File: src/pkg/pra_pkg.sv
/*
 Shared constants and types of the program-counter-relative and absolute
 operand address generator. Assumes a 20-bit byte address space and a
 16-bit memory data bus.
*/
`default_nettype none

package pra_pkg;

    // ------------------------------------------------------------
    // Widths and address arithmetic
    // ------------------------------------------------------------
    localparam int ADDR_WIDTH = 20;
    localparam int WORD_WIDTH = 16;
    localparam logic [19:0] WORD_STEP = 20'h0_0002;
    localparam logic [3:0] LOWER_BANK = 4'h0;

    // ------------------------------------------------------------
    // Addressing field codes
    // ------------------------------------------------------------
    localparam logic [1:0] SRC_MODE_INDEXED = 2'h1;
    localparam logic DST_MODE_INDEXED = 1'b1;
    localparam logic [3:0] REG_PROGRAM_COUNTER = 4'h0;
    localparam logic [3:0] REG_STATUS_REGISTER = 4'h2;
    localparam logic [1:0] LEN_ADDR_WORD = 2'h1;

    // ------------------------------------------------------------
    // Sequencer states
    // ------------------------------------------------------------
    typedef enum logic [7:0] {
        ST_IDLE   = 8'h01,
        ST_SRC_IX = 8'h02,
        ST_SRC_LO = 8'h04,
        ST_SRC_HI = 8'h08,
        ST_DST_IX = 8'h10,
        ST_DST_LO = 8'h20,
        ST_DST_HI = 8'h40,
        ST_DONE   = 8'h80
    } pra_state_type;

endpackage

`default_nettype wire

File: src/logic/pra_agu.sv
/*
 Operand address generator for symbolic (program counter relative) and
 absolute modes, source and destination. Assumes the fetch logic presents
 a decoded instruction with start, a memory port answering with mem_ack in
 the same or a later cycle, and the datapath reading results on done.
*/
// Functional notes
// - Relative address is program counter plus index
// - Lower bank base instruction clears bits 19:16
// - Base index is next word, result 16-bit
// - Upper bank: sign-extend index, add 20 bits
// - Upper bank sum wraps freely in 20 bits
// - Base is the index word's own address
// - Extended relative adds full 20-bit index
// - Extended index: four bits extension, sixteen next
// - Instruction length counts extension and index words
// - Source and destination each get own index
// - Absolute uses index word directly from zero
// - Base absolute address stays in lower bank
// - Extended absolute joins four plus sixteen bits
// - Operand read from computed address, counter untouched
// - Relative selected by indexed code with counter
// - Absolute selected by indexed code with status
// - Address-word data when flag pair is 01
`timescale 1ns/1ps
`default_nettype none

module pra_agu (
    input wire logic clock,
    input wire logic rst_b,
    input wire logic start,
    input wire logic [19:0] program_counter,
    input wire logic is_extended,
    input wire logic len_flag,
    input wire logic byte_word,
    input wire logic [1:0] src_mode,
    input wire logic [3:0] src_reg,
    input wire logic dst_mode,
    input wire logic [3:0] dst_reg,
    input wire logic [3:0] src_index_hi,
    input wire logic [3:0] dst_index_hi,
    output logic busy,
    output logic mem_req,
    output logic [19:0] mem_addr,
    input wire logic mem_ack,
    input wire logic [15:0] mem_rdata,
    output logic done,
    output logic src_valid,
    output logic dst_valid,
    output logic [19:0] src_addr,
    output logic [19:0] dst_addr,
    output logic [19:0] src_operand,
    output logic [19:0] dst_operand,
    output logic [2:0] insn_words
);

    // ------------------------------------------------------------
    // Address arithmetic
    // ------------------------------------------------------------
    function automatic logic [19:0] pra_ea(
        input logic ext,
        input logic rel,
        input logic [19:0] base,
        input logic [15:0] lo,
        input logic [3:0] hi
    );
        logic [19:0] sum;
        sum = 20'h0_0000;
        if (rel) begin
            if (ext) begin
                sum = base + {hi, lo};
            end else if (base[19:16] == pra_pkg::LOWER_BANK) begin
                // bank chosen by index word address
                sum = {pra_pkg::LOWER_BANK, base[15:0] + lo};
            end else begin
                sum = base + {{4{lo[15]}}, lo};
            end
        end else if (ext) begin
            sum = {hi, lo};
        end else begin
            sum = {pra_pkg::LOWER_BANK, lo};
        end
        return sum;
    endfunction

    // ------------------------------------------------------------
    // Mode decode
    // ------------------------------------------------------------
    // Other indexed base registers are left to the general indexed unit.
    logic src_rel;
    logic src_abs;
    logic dst_rel;
    logic dst_abs;
    logic addr_word;

    assign src_rel = (src_mode == pra_pkg::SRC_MODE_INDEXED) &&
                     (src_reg == pra_pkg::REG_PROGRAM_COUNTER);
    assign src_abs = (src_mode == pra_pkg::SRC_MODE_INDEXED) &&
                     (src_reg == pra_pkg::REG_STATUS_REGISTER);
    assign dst_rel = (dst_mode == pra_pkg::DST_MODE_INDEXED) &&
                     (dst_reg == pra_pkg::REG_PROGRAM_COUNTER);
    assign dst_abs = (dst_mode == pra_pkg::DST_MODE_INDEXED) &&
                     (dst_reg == pra_pkg::REG_STATUS_REGISTER);
    assign addr_word = is_extended && ({len_flag, byte_word} == pra_pkg::LEN_ADDR_WORD);

    // ------------------------------------------------------------
    // Captured instruction
    // ------------------------------------------------------------
    logic ext_q;
    logic aw_q;
    logic src_rel_q;
    logic dst_rel_q;
    logic src_use_q;
    logic dst_use_q;
    logic [3:0] src_hi_q;
    logic [3:0] dst_hi_q;
    logic [19:0] fetch_ptr_q;

    always_ff @(posedge clock or negedge rst_b) begin
        if (!rst_b) begin
            ext_q <= 1'b0;
            aw_q <= 1'b0;
            src_rel_q <= 1'b0;
            dst_rel_q <= 1'b0;
            src_use_q <= 1'b0;
            dst_use_q <= 1'b0;
            src_hi_q <= 4'h0;
            dst_hi_q <= 4'h0;
        end else if (start && !busy) begin
            ext_q <= is_extended;
            aw_q <= addr_word;
            src_rel_q <= src_rel;
            dst_rel_q <= dst_rel;
            src_use_q <= src_rel || src_abs;
            dst_use_q <= dst_rel || dst_abs;
            src_hi_q <= src_index_hi;
            dst_hi_q <= dst_index_hi;
        end
    end

    // ------------------------------------------------------------
    // Sequencer
    // ------------------------------------------------------------
    pra_pkg::pra_state_type state_q;
    pra_pkg::pra_state_type state_d;
    logic take;

    assign take = mem_req && mem_ack;
    assign busy = (state_q != pra_pkg::ST_IDLE);

    always_comb begin
        state_d = state_q;
        unique case (state_q)
            pra_pkg::ST_IDLE: begin
                if (start) begin
                    state_d = (src_rel || src_abs) ? pra_pkg::ST_SRC_IX :
                              (dst_rel || dst_abs) ? pra_pkg::ST_DST_IX : pra_pkg::ST_DONE;
                end
            end
            pra_pkg::ST_SRC_IX: begin
                state_d = take ? pra_pkg::ST_SRC_LO : state_q;
            end
            pra_pkg::ST_SRC_LO: begin
                if (take) begin
                    state_d = aw_q ? pra_pkg::ST_SRC_HI :
                              dst_use_q ? pra_pkg::ST_DST_IX : pra_pkg::ST_DONE;
                end
            end
            pra_pkg::ST_SRC_HI: begin
                if (take) begin
                    state_d = dst_use_q ? pra_pkg::ST_DST_IX : pra_pkg::ST_DONE;
                end
            end
            pra_pkg::ST_DST_IX: begin
                state_d = take ? pra_pkg::ST_DST_LO : state_q;
            end
            pra_pkg::ST_DST_LO: begin
                state_d = !take ? state_q : (aw_q ? pra_pkg::ST_DST_HI : pra_pkg::ST_DONE);
            end
            pra_pkg::ST_DST_HI: begin
                state_d = take ? pra_pkg::ST_DONE : state_q;
            end
            pra_pkg::ST_DONE: begin
                state_d = pra_pkg::ST_IDLE;
            end
            default: begin
                state_d = pra_pkg::ST_IDLE;
            end
        endcase
    end

    always_ff @(posedge clock or negedge rst_b) begin
        if (!rst_b) begin
            state_q <= pra_pkg::ST_IDLE;
        end else begin
            state_q <= state_d;
        end
    end

    // ------------------------------------------------------------
    // Index word pointer
    // ------------------------------------------------------------
    // pointer holds the index word address
    // private copy, the real counter is never written
    always_ff @(posedge clock or negedge rst_b) begin
        if (!rst_b) begin
            fetch_ptr_q <= 20'h0_0000;
        end else if (start && !busy) begin
            fetch_ptr_q <= program_counter + pra_pkg::WORD_STEP;
        end else if (take && (state_q == pra_pkg::ST_SRC_IX)) begin
            fetch_ptr_q <= fetch_ptr_q + pra_pkg::WORD_STEP;
        end
    end

    // ------------------------------------------------------------
    // Memory port
    // ------------------------------------------------------------
    logic [19:0] src_ea;
    logic [19:0] dst_ea;

    assign src_ea = pra_ea(ext_q, src_rel_q, fetch_ptr_q, mem_rdata, src_hi_q);
    assign dst_ea = pra_ea(ext_q, dst_rel_q, fetch_ptr_q, mem_rdata, dst_hi_q);

    always_ff @(posedge clock or negedge rst_b) begin
        if (!rst_b) begin
            mem_req <= 1'b0;
            mem_addr <= 20'h0_0000;
        end else begin
            unique case (state_d)
                pra_pkg::ST_SRC_IX,
                pra_pkg::ST_DST_IX: begin
                    mem_req <= 1'b1;
                    mem_addr <= busy ? fetch_ptr_q : program_counter + pra_pkg::WORD_STEP;
                end
                pra_pkg::ST_SRC_LO: begin
                    mem_req <= 1'b1;
                    if (state_q == pra_pkg::ST_SRC_IX) begin
                        mem_addr <= src_ea;
                    end
                end
                pra_pkg::ST_DST_LO: begin
                    mem_req <= 1'b1;
                    if (state_q == pra_pkg::ST_DST_IX) begin
                        mem_addr <= dst_ea;
                    end
                end
                pra_pkg::ST_SRC_HI,
                pra_pkg::ST_DST_HI: begin
                    mem_req <= 1'b1;
                    if (state_q != state_d) begin
                        mem_addr <= mem_addr + pra_pkg::WORD_STEP;
                    end
                end
                default: begin
                    mem_req <= 1'b0;
                end
            endcase
        end
    end

    // ------------------------------------------------------------
    // Results
    // ------------------------------------------------------------
    always_ff @(posedge clock or negedge rst_b) begin
        if (!rst_b) begin
            src_addr <= 20'h0_0000;
            dst_addr <= 20'h0_0000;
            src_operand <= 20'h0_0000;
            dst_operand <= 20'h0_0000;
            src_valid <= 1'b0;
            dst_valid <= 1'b0;
        end else if (start && !busy) begin
            src_valid <= 1'b0;
            dst_valid <= 1'b0;
        end else if (take) begin
            unique case (state_q)
                pra_pkg::ST_SRC_IX: begin
                    src_addr <= src_ea;
                end
                pra_pkg::ST_DST_IX: begin
                    dst_addr <= dst_ea;
                end
                pra_pkg::ST_SRC_LO: begin
                    // operand is memory content at the address
                    src_operand <= {4'h0, mem_rdata};
                    src_valid <= 1'b1;
                end
                pra_pkg::ST_DST_LO: begin
                    dst_operand <= {4'h0, mem_rdata};
                    dst_valid <= 1'b1;
                end
                pra_pkg::ST_SRC_HI: begin
                    src_operand <= {mem_rdata[3:0], src_operand[15:0]};
                end
                pra_pkg::ST_DST_HI: begin
                    dst_operand <= {mem_rdata[3:0], dst_operand[15:0]};
                end
                default: begin
                end
            endcase
        end
    end

    // ------------------------------------------------------------
    // Completion and length
    // ------------------------------------------------------------
    always_ff @(posedge clock or negedge rst_b) begin
        if (!rst_b) begin
            done <= 1'b0;
            insn_words <= 3'h0;
        end else begin
            done <= (state_d == pra_pkg::ST_DONE);
            if (start && !busy) begin
                // one word each for extension and each index
                insn_words <= 3'h1 + {2'h0, is_extended} + {2'h0, src_rel || src_abs} +
                              {2'h0, dst_rel || dst_abs};
            end
        end
    end

endmodule

`default_nettype wire

File: config.mk
export PLATFORM = sky130hd
export DESIGN_NAME = pra_agu
export DESIGN_NICKNAME = d
export VERILOG_FILES = /design/src/pkg/pra_pkg.sv /design/src/logic/pra_agu.sv
export SDC_FILE = /design/constraint.sdc
export NUM_CORES = 1
export LEC_CHECK = 0
export BUFFER_PORTS_ARGS = -buffer_cell sky130_fd_sc_hd__buf_2
export CORE_MARGIN = 2
export CORE_UTILIZATION = 50
export DETAILED_ROUTE_END_ITERATION = 12
export PLACE_DENSITY = 0.83
export SKIP_LAST_GASP = 1
export SLEW_MARGIN = 25
export SYNTH_ARGS = -nofsm -noshare
export SYNTH_HDL_FRONTEND = slang
export SYNTH_SLANG_ARGS = --single-unit
File: constraint.sdc
create_clock -name clock -period 4.1 [get_ports clock]
set_input_delay 0.615 -clock clock [delete_from_list [all_inputs] [get_ports clock]]
set_output_delay 0.615 -clock clock [all_outputs]
set_load 0.01 [all_outputs]
* Word-level counts from Yosys, hierarchy flattened *
Cells that the tools add are included.

cells by class
  add/subtract/negate cells = 10
  equality and inequality tests = 23
  multiplexer cells = 36
  bitwise operators = 3
  reduce and logical (&&, ||, !) cells = 33

operators with widths
  kind                                                              number
  20-bit 2-to-1 mux                                                 13
  8-bit 2-to-1 mux                                                  12
  20-bit one-hot mux with 2 select lines                            2
  20-bit one-hot mux with 4 select lines                            1
  20-bit by 2-bit adder with 20-bit output (second input constant)  3
  20-bit adder                                                      3
  8-bit one-hot mux with 7 select lines                             1
  16-bit adder                                                      1
  8-bit by 2-bit == test with 1-bit output (second input constant)  2
  8-bit by 3-bit == test with 1-bit output (second input constant)  2
  8-bit by 4-bit == test with 1-bit output (second input constant)  2
  8-bit by 5-bit == test with 1-bit output (second input constant)  2
  8-bit by 6-bit == test with 1-bit output (second input constant)  2
  8-bit by 7-bit == test with 1-bit output (second input constant)  2
  4-bit zero test                                                   3
  3-bit AND reduction                                               4
  4-bit AND reduction                                               3
  2-bit nonzero test                                                6
  4-bit by 2-bit == test with 1-bit output (second input constant)  2
  8-bit by 1-bit == test with 1-bit output (second input constant)  1
  8-bit == test (second input constant)                             1
  1-bit logical AND                                                 8
  8-bit by 1-bit != test with 1-bit output (second input constant)  1
  8-bit != test                                                     1
  other kinds (13)                                                  27

storage, ports and cells
  bits in registers = 148
  input bits = 62
  output and inout bits = 108
  word-level logic and storage cells = 126

* Depth between registers and ports, before layout *
Gate-level depths: netlist of the first run.

  depth in word-level cells = 11
  gate-level depth with buffers = 13
  mapped depth without buffers = 12

* Least setup slack after synthesis of the first run *
Ideal clock, no wire load.

  path type = input-to-reg
  start = input mem_rdata[0]
  end = register mem_addr[18]
  setup time = 126 ps
  data arrival time = 2881 ps
  data required time = 3974 ps
  slack = 1093 ps
  stages on the path = 12
  buffers on the path = 0
  path through = ha_1 inv_1 fa_1 nand2b_1 a21oi_1 o31a_1 o41ai_2 a21oi_1 xor2_1 a311o_1 a211oi_1 a21oi_1

between the ends
  longest elaborated chain between the ends = 6
  elaborated cells between the ends (all ways) = 11
  classes of those cells = add/sub (3); mux (8)

RTL lines
  element                                     line                            text
  from (decl)                                 pra_agu.sv:46                   input wire logic [15:0] mem_rdata,
  20-bit adder                                pra_agu.sv:76                   sum = base + {{4{lo[15]}}, lo};
  20-bit 2-to-1 mux                           pra_agu.sv:72                   end else if (base[19:16] == pra_pkg::LOWER_BANK) begin
  20-bit 2-to-1 mux                           pra_agu.sv:70                   if (ext) begin
  20-bit 2-to-1 mux                           pra_agu.sv:69                   if (rel) begin
  20-bit 2-to-1 mux (on tied branches)        pra_agu.sv:243, pra_agu.sv:237
  20-bit one-hot mux with 4 select lines (*)  pra_agu.sv:229                  unique case (state_d)
  to (signal assigned)                        pra_agu.sv:233                  mem_addr <= busy ? fetch_ptr_q : program_counter + pra_pkg::WORD_STEP;
  to (signal assigned)                        pra_agu.sv:244                  mem_addr <= dst_ea;
  to (signal assigned)                        pra_agu.sv:251                  mem_addr <= mem_addr + pra_pkg::WORD_STEP;
  to (decl)                                   pra_agu.sv:44                   output logic [19:0] mem_addr,

Every way passes the cells marked *; elsewhere a longest branch is shown, timed or not. The select of a mux whose other input is x is not followed.
A chain may end at the register's enable or synchronous reset.

* Worst setup path in the final report of the first run *
  start = register state_q[1]
  end = register mem_addr[4]

between the ends
  longest elaborated chain between the ends = 6
  elaborated cells between the ends (all ways) = 32
  classes of those cells = eq/ne (18); mux (10); reduce/logical (4)

RTL lines
  element                                                               line            text
  from (decl)                                                           pra_agu.sv:144  pra_pkg::pra_state_type state_q;
  from (signal assigned)                                                pra_agu.sv:194  state_q <= pra_pkg::ST_IDLE;
  from (signal assigned)                                                pra_agu.sv:196  state_q <= state_d;
  8-bit by 7-bit == test with 1-bit output (tied with other cells)      pra_agu.sv:153  unique case (state_q)
  8-bit one-hot mux with 7 select lines                                 pra_agu.sv:153
  8-bit by 4-bit == test with 1-bit output (tied with other cells)      pra_agu.sv:229
  2-bit OR reduction (on tied branches)                                 --
  4-bit nonzero test (no source line) or 2-bit != test (tied branches)  --
  4-bit AND reduction (no source line)                                  --
  to (signal assigned)                                                  pra_agu.sv:233
  to (signal assigned)                                                  pra_agu.sv:238  mem_addr <= src_ea;
  to (signal assigned)                                                  pra_agu.sv:244

Several ways; a longest one is shown, not always the timed one.

==> qor.yml, run 1 <==
clock_network:
  clock-sinks: 148
  ctsResizeCount: 0
  cts_hold_buf: 0
  root_buffer: "clkbuf_16"
  ctsHtreeMaxLevel: 4
  post-cts-setup-buffer-count: 0
  cts_tree: "done"
  clk_latency_ns: 0.45
  clkSlewWorstSetupHoldPaths_ns: 0.08
  clk_path_buf_depth: 2
  cts_buffers: 17
global_route:
  grt_pass1_vias: 8631
  antenna_found_initial: 0
  grtUsageTotal_pct: 31.5
  grt_max_degree: 97
  grt_pass1_wl_mm: 48.5
  gr-total-overflow: 0
detailed_routing:
  ant_nets: 0
  drt_iter0_drc: 957
  drc: 0
  wl_per_cell_um: 21.2
  drtPass1Iterations: 9
  via_per_inst: 6.26
  totalWireLength_mm: 31.5
  vias: 9321
setup_path:
  worstPathRequired_ns: 4.42
  end_kind: "flip-flop"
  worstPathArrival_ns: 3.70
  timing.rr.end: "mem_addr[4]"
  slowest_delay_ns: 0.63
  ff2ff_path_depth: 9
  startpoint_type: "flip-flop"
  path_delay_family: "compound AO/OA/AOI/OAI gates"
  crit_buf_inv: 0
  crit_slowest_cell: "nor4_1"
  critical_path_peak_fanout: 24
  path_cells: "nor4_1 -> o2111ai_1 -> a21oi_1 -> o21a_1 -> nor3_1 -> a21boi_4 -> o21ai_0 -> nand2_1 -> o21ai_1"
  critPathKind: "flip-flop to flip-flop"
  r2r_start: "state_q[1]"
  r2r_slack_ns: 0.72
finish:
  drive_gt1_share_pct: 21.6
  multi_input_area_um2: 5420
  nFillCells: 1636
  mostFrequentLayoutCells: "nand2_1, buf_2, dfrtp_1"
  antenna_cells: 0
  area_growth_pct: 17.3
  regArea_um2: 3700
  finalInstanceArea_um2: 11100
  mostFrequentLayoutCell: "nand2_1"
  final_util_pct: 59.8
  nets: 1335
power:
  combPwrFrac_pct: 43.5
  finalPower_mw: 6.73
  seqPwrFrac_pct: 32.8
  intPower_mw: 3.72
  power.leakage_nw: 5.35
  peakVddDrop_mv: 0.356
  switching_share_pct: 44.8
  power_frac_clock_pct: 23.7
  switchingPower_mw: 3.01
  power_density_nw_per_um2: 604
floorplan:
  io_pins: 170
  core-area_um2: 18600
  rows: 50
  chipHeight_um: 142
  die_w_um: 142
  die_area_um2: 20100
  initial_core_util_pct: 50.9
placement:
  port_buffers: 169
  gp_congestion: 0.995
  placed_cell_area_um2: 10500
  post-dp-hpwl_mm: 23.1
timing:
  finClkSkew_ns: 0.0161
  drv_slew: 0
  fin_tns_setup_ns: 0
  finalHoldViolCount: 0
  rsz0062_at_grt: "no"
  fmax_ghz: 0.296
  slew_headroom_pct: 36.8
  worst_slew_pin_slew_ns: 0.941
  setup_viol: 0
  min_period_ns: 3.38
  finalCritPeriodShare_pct: 82.5
synthesis:
  synth_top_area_cell: "dfrtp_1"
  syn_inst: 1094
  yosys_register_bits: 148
  syn_nets: 1187
  ys_warn_count: 0
  netlist_area_um2: 9500
  ys_seq_area_share_pct: 39.0
  async_flop_share_pct: 100
  synth_edf_count: 0
  netlist.area_leader.share_pct: 38.7
  synth_cell_type_count: 84
  synth.avg_cell_area_um2: 8.68
  synth_area_leaders: "dfrtp_1, nand2_1, o21ai_0, ha_1, xnor2_1"
  synth_ff_type: "dfrtp_1"
flow_run:
  drv_cap: 0
status:
  status: "finished clean"
worst_hold_path:
  hold_path_class: "input pin to async pin"
cell type report:
cell class                 instances  area share, %
multi-input combinational        863           48.6
sequential                       148           33.3
timing repair buffer             188           9.15
clock buffer                      17           3.82
tap                              234           2.63
clock inverter                    15           1.65
inverter                          24          0.854
state kept, by name, summed over array words and instances (netlist names):
register,flops
done,1
mem_req,1
aw_q,1
src_addr,20
src_hi_q,4
dst_valid,1
ext_q,1
dst_rel_q,1
state_q,8
mem_addr,20
fetch_ptr_q,20
src_valid,1
dst_operand,20
insn_words,3
dst_hi_q,4
src_operand,20
dst_addr,20
src_rel_q,1
dst_use_q,1
power by group through the flow:
stage          Clock [mW]  Combinational (mW)  Sequential [mW]
2_1_floorplan           0                2.04             2.06
3_3_place_gp            0                2.81             2.20
3_5_place_dp            0                2.85             2.21
4_1_cts              1.60                2.87             2.18
5_1_grt              1.66                3.21             2.24
6_report             1.59                2.93             2.21
through the flow:
stage          hold slack [ns]  std cells  setup slack [ns]
2_1_floorplan            0.319       1094              1.09
3_3_place_gp             0.456       1457             0.606
3_5_place_dp             0.463       1457             0.564
4_1_cts                  0.307       1489             0.852
5_1_grt                  0.338       1489             0.462
6_report                 0.261       1489             0.718
synthesized netlist by cell type (9+ instances only):
| cell | instances |
|---|---|
| nand2_1 | 192 |
| dfrtp_1 | 147 |
| o21ai_0 | 90 |
| nor2_1 | 71 |
| a21oi_1 | 51 |
| clkbuf_1 | 36 |
| nand3_1 | 36 |
| xnor2_1 | 35 |
| xor2_1 | 32 |
| o21ai_1 | 31 |
| ha_1 | 30 |
| mux2i_1 | 28 |
| mux2_2 | 26 |
| inv_1 | 23 |
| nor3_1 | 21 |
| and3_1 | 20 |
| a221oi_1 | 13 |
| a21o_1 | 12 |
| buf_2 | 12 |
| nand4_1 | 12 |
| a22o_1 | 9 |
| a31oi_1 | 9 |
| nor4_1 | 9 |
metal layers:
layer  GRT usage [%]  part of all wire, %  vias to the layer above
met5               0                    0                        -
met4            14.7                  4.7                        0
met3            6.14                  8.6                      112
met2            49.7                   46                      527
met1            42.1                   41                     4439
li1                -                    -                     4243
how the worst max path moves through the flow:
stage                        from  slack, ns  cells past startpoint           end
detailed placement   mem_rdata[1]       0.56                     11  src_addr[17]
finish                 state_q[1]       0.72                      9   mem_addr[4]
global route           state_q[1]       0.46                      9  mem_addr[16]
CTS                    state_q[1]       0.85                      9  mem_addr[16]
global placement    mem_rdata[15]       0.61                     11  mem_addr[19]
floorplan            mem_rdata[0]       1.09                     12  mem_addr[18]
cell families (layout without fill, tap and decap cells):
family	after synthesis	after routing	share of synthesized area, %
fa+ha+maj	31	31	4.16
mux	54	54	6.03
flops	148	148	39.0
simple gates	415	415	20.6
buf+inv	83	244	3.97
xor+xnor	67	67	6.18
compound gates	296	296	20.0
No activity file was read; power rests on OpenSTA's default activity.
==> run 2: changes to the inputs <==
Clock period 4.1 ns to 3.2 ns, I/O delays scaled along.
==> run 2 against run 1 <==
Effect of this change: design area is 5.3% higher; cell count rose by 4.8%; critical path depth is 1 lower; maximum frequency rose by 12%; clock power rose by 33%; routed wire length is 2.8% higher; die area unchanged; largest cell class unchanged; sequential share of layout area fell by 1.7 points; critical endpoint is now mem_addr[1]; combinational power increased by 43%.
==> qor.yml, run 2 (synthesized netlist as in run 1, its figures left out) <==
status:
  status: "finished clean"
timing:
  setup_viol: 0  # unchanged
  min_period_ns: 3.03  # -0.354 ns
  finalCritPeriodShare_pct: 94.6  # +12 points
  setup_ws_ns: 0.172  # -0.546 ns
  whs_ns: 0.235  # -0.0267 ns
  fmax_ghz: 0.330  # +12%
  finalHoldViolCount: 0  # unchanged
  finClkSkew_ns: 0.0104  # -0.00575 ns
  rsz0062_at_grt: "no"
  slew_headroom_pct: 39.2  # +2.4 points
  worst_slew_pin_slew_ns: 0.906  # -0.0355 ns
  drv_slew: 0  # unchanged
setup_path:
  critical_path_peak_fanout: 12  # -50%
  worstPathRequired_ns: 3.47  # -0.95 ns
  r2r_start: "state_q[2]"
  crit_start: "state_q[2]"
  timing.rr.end: "mem_addr[1]"
  worstPathArrival_ns: 3.30  # -0.40 ns
  r2r_slack_ns: 0.17  # -0.55 ns
  crit_path_end: "mem_addr[1]"
  ff2ff_path_depth: 8  # -1
  critPathKind: "flip-flop to flip-flop"
  end_kind: "flip-flop"
  startpoint_type: "flip-flop"
detailed_routing:
  ant_nets: 0  # unchanged
  via_per_inst: 6.15  # -1.7%
  drt_iter0_drc: 938  # -2.0%
  totalWireLength_mm: 32.4  # +2.8%
  drc: 0  # unchanged
  vias: 9601  # +3.0%
  wl_per_cell_um: 20.8  # -1.9%
  drtPass1Iterations: 5  # -4
global_route:
  gr-total-overflow: 0  # unchanged
  grt_max_degree: 90  # -7.2%
  grt_pass1_vias: 9087  # +5.3%
  grtUsageTotal_pct: 32.4  # +0.85 points
  antenna_found_initial: 0  # unchanged
  grt_pass1_wl_mm: 50.0  # +3.1%
floorplan:
  initial_core_util_pct: 50.9  # unchanged
  die_w_um: 142  # unchanged
  chipHeight_um: 142  # unchanged
  core-area_um2: 18600  # unchanged
  io_pins: 170  # unchanged
  die_area_um2: 20100  # unchanged
  rows: 50  # unchanged
finish:
  nFillCells: 1578  # -3.5%
  mostFrequentLayoutCells: "nand2_1, buf_2, dfrtp_1"
  drive_gt1_share_pct: 26.1  # +4.6 points
  area_growth_pct: 23.5
  multi_input_area_um2: 5470  # +0.97%
  finalInstanceArea_um2: 11700  # +5.3%
  mostFrequentLayoutCell: "nand2_1"
  antenna_cells: 0  # unchanged
  nets: 1407  # +5.4%
  regArea_um2: 3700  # unchanged
placement:
  port_buffers: 169  # unchanged
  gp_congestion: 1.03  # +3.3%
  post-dp-hpwl_mm: 24.3  # +5.5%
  dpl_worst_slack_ns: -0.275  # -0.838 ns
  placed_cell_area_um2: 11000  # +4.9%
worst_hold_path:
  hold_path_class: "input pin to flip-flop"
clock_network:
  cts_buffers: 17  # unchanged
  clk_latency_ns: 0.44  # about the same
  clk_path_buf_depth: 2  # unchanged
  clkSlewWorstSetupHoldPaths_ns: 0.07  # about the same
  ctsHtreeMaxLevel: 4  # unchanged
  clock-sinks: 148  # unchanged
  cts_tree: "done"
  root_buffer: "clkbuf_16"
flow_run:
  drv_cap: 0  # unchanged
power:
  peakVddDrop_mv: 0.524  # +47%
  power.leakage_nw: 5.72  # +6.9%
  power_density_nw_per_um2: 773  # +28%
-- run 2: cell count changes in the layout (fill, tap and decap cells not counted), moves of 2 or more --
cell and delta:
clkinv_8 -4, bufinv_16 +2, inv_6 +5, buf_4 +71, inv_8 -3
-- run 2: metal layers --
layer  track usage (%)  wire, µm  share of wire (%)
met3              7.09      2760                8.5
met1              40.6     12800                 40
met5                 0         0                  0
met2              52.9     15100                 47
met4              16.4      1720                5.3
-- run 2: area by class of cell --
cell class                      instances  share of cell area, %
Sequential cell                       148                   31.6
Timing Repair Buffer                  259                   13.2
Clock inverter                         14                   1.54
Multi-Input combinational cell        864                   46.7
Clock buffer                           18                   3.75
Tap cell                              234                   2.50
Inverter                               24                  0.811
-- run 2: how the worst min path moves through the flow --
stage,startpoint,endpoint,slack [ns],depth (start not counted)
CTS,dst_index_hi[2],dst_hi_q[2],0.23,3
floorplan,rst_b,aw_q,0.18,0
finish,dst_index_hi[2],dst_hi_q[2],0.23,3
detailed placement,rst_b,src_operand[1],0.31,1
global placement,rst_b,src_operand[1],0.31,1
global route,dst_index_hi[2],dst_hi_q[2],0.23,3
-- run 2: worst max-delay path: stages (launching register included) --
cell and delay [ns]:
dfrtp_1 0.50, xor2_1 0.22, o2111ai_1 0.29, a21oi_1 0.11, o22a_2 0.25, nor4_4 0.77, a21boi_2 0.40, nor2_1 0.24
a21oi_1 0.08
-- run 2: power by group --
group          internal [mW]  switching [mW]
Sequential              2.21           0.549
Clock                   1.21           0.909
Combinational           1.77            2.42
-- run 2: per-stage QoR --
stage	TNS (ns)	util (%)	power, mW	std cells
finish	0	62.9	9.07	1561
global route	0	62.9	9.55	1561
CTS	0	62.6	8.93	1560
detailed placement	-0.758	59.2	6.81	1527
global placement	-0.657	59.2	6.76	1527
floorplan	0	-	5.25	1094
-- run 2: repair_timing --
item,4_1_cts,5_1_grt
resized for setup,1,6
hold endpoints to repair,13,0
buffers inserted,0,0
setup endpoints to repair,3,11
hold buffers,1,0
cloned,0,1
pin swaps,0,2
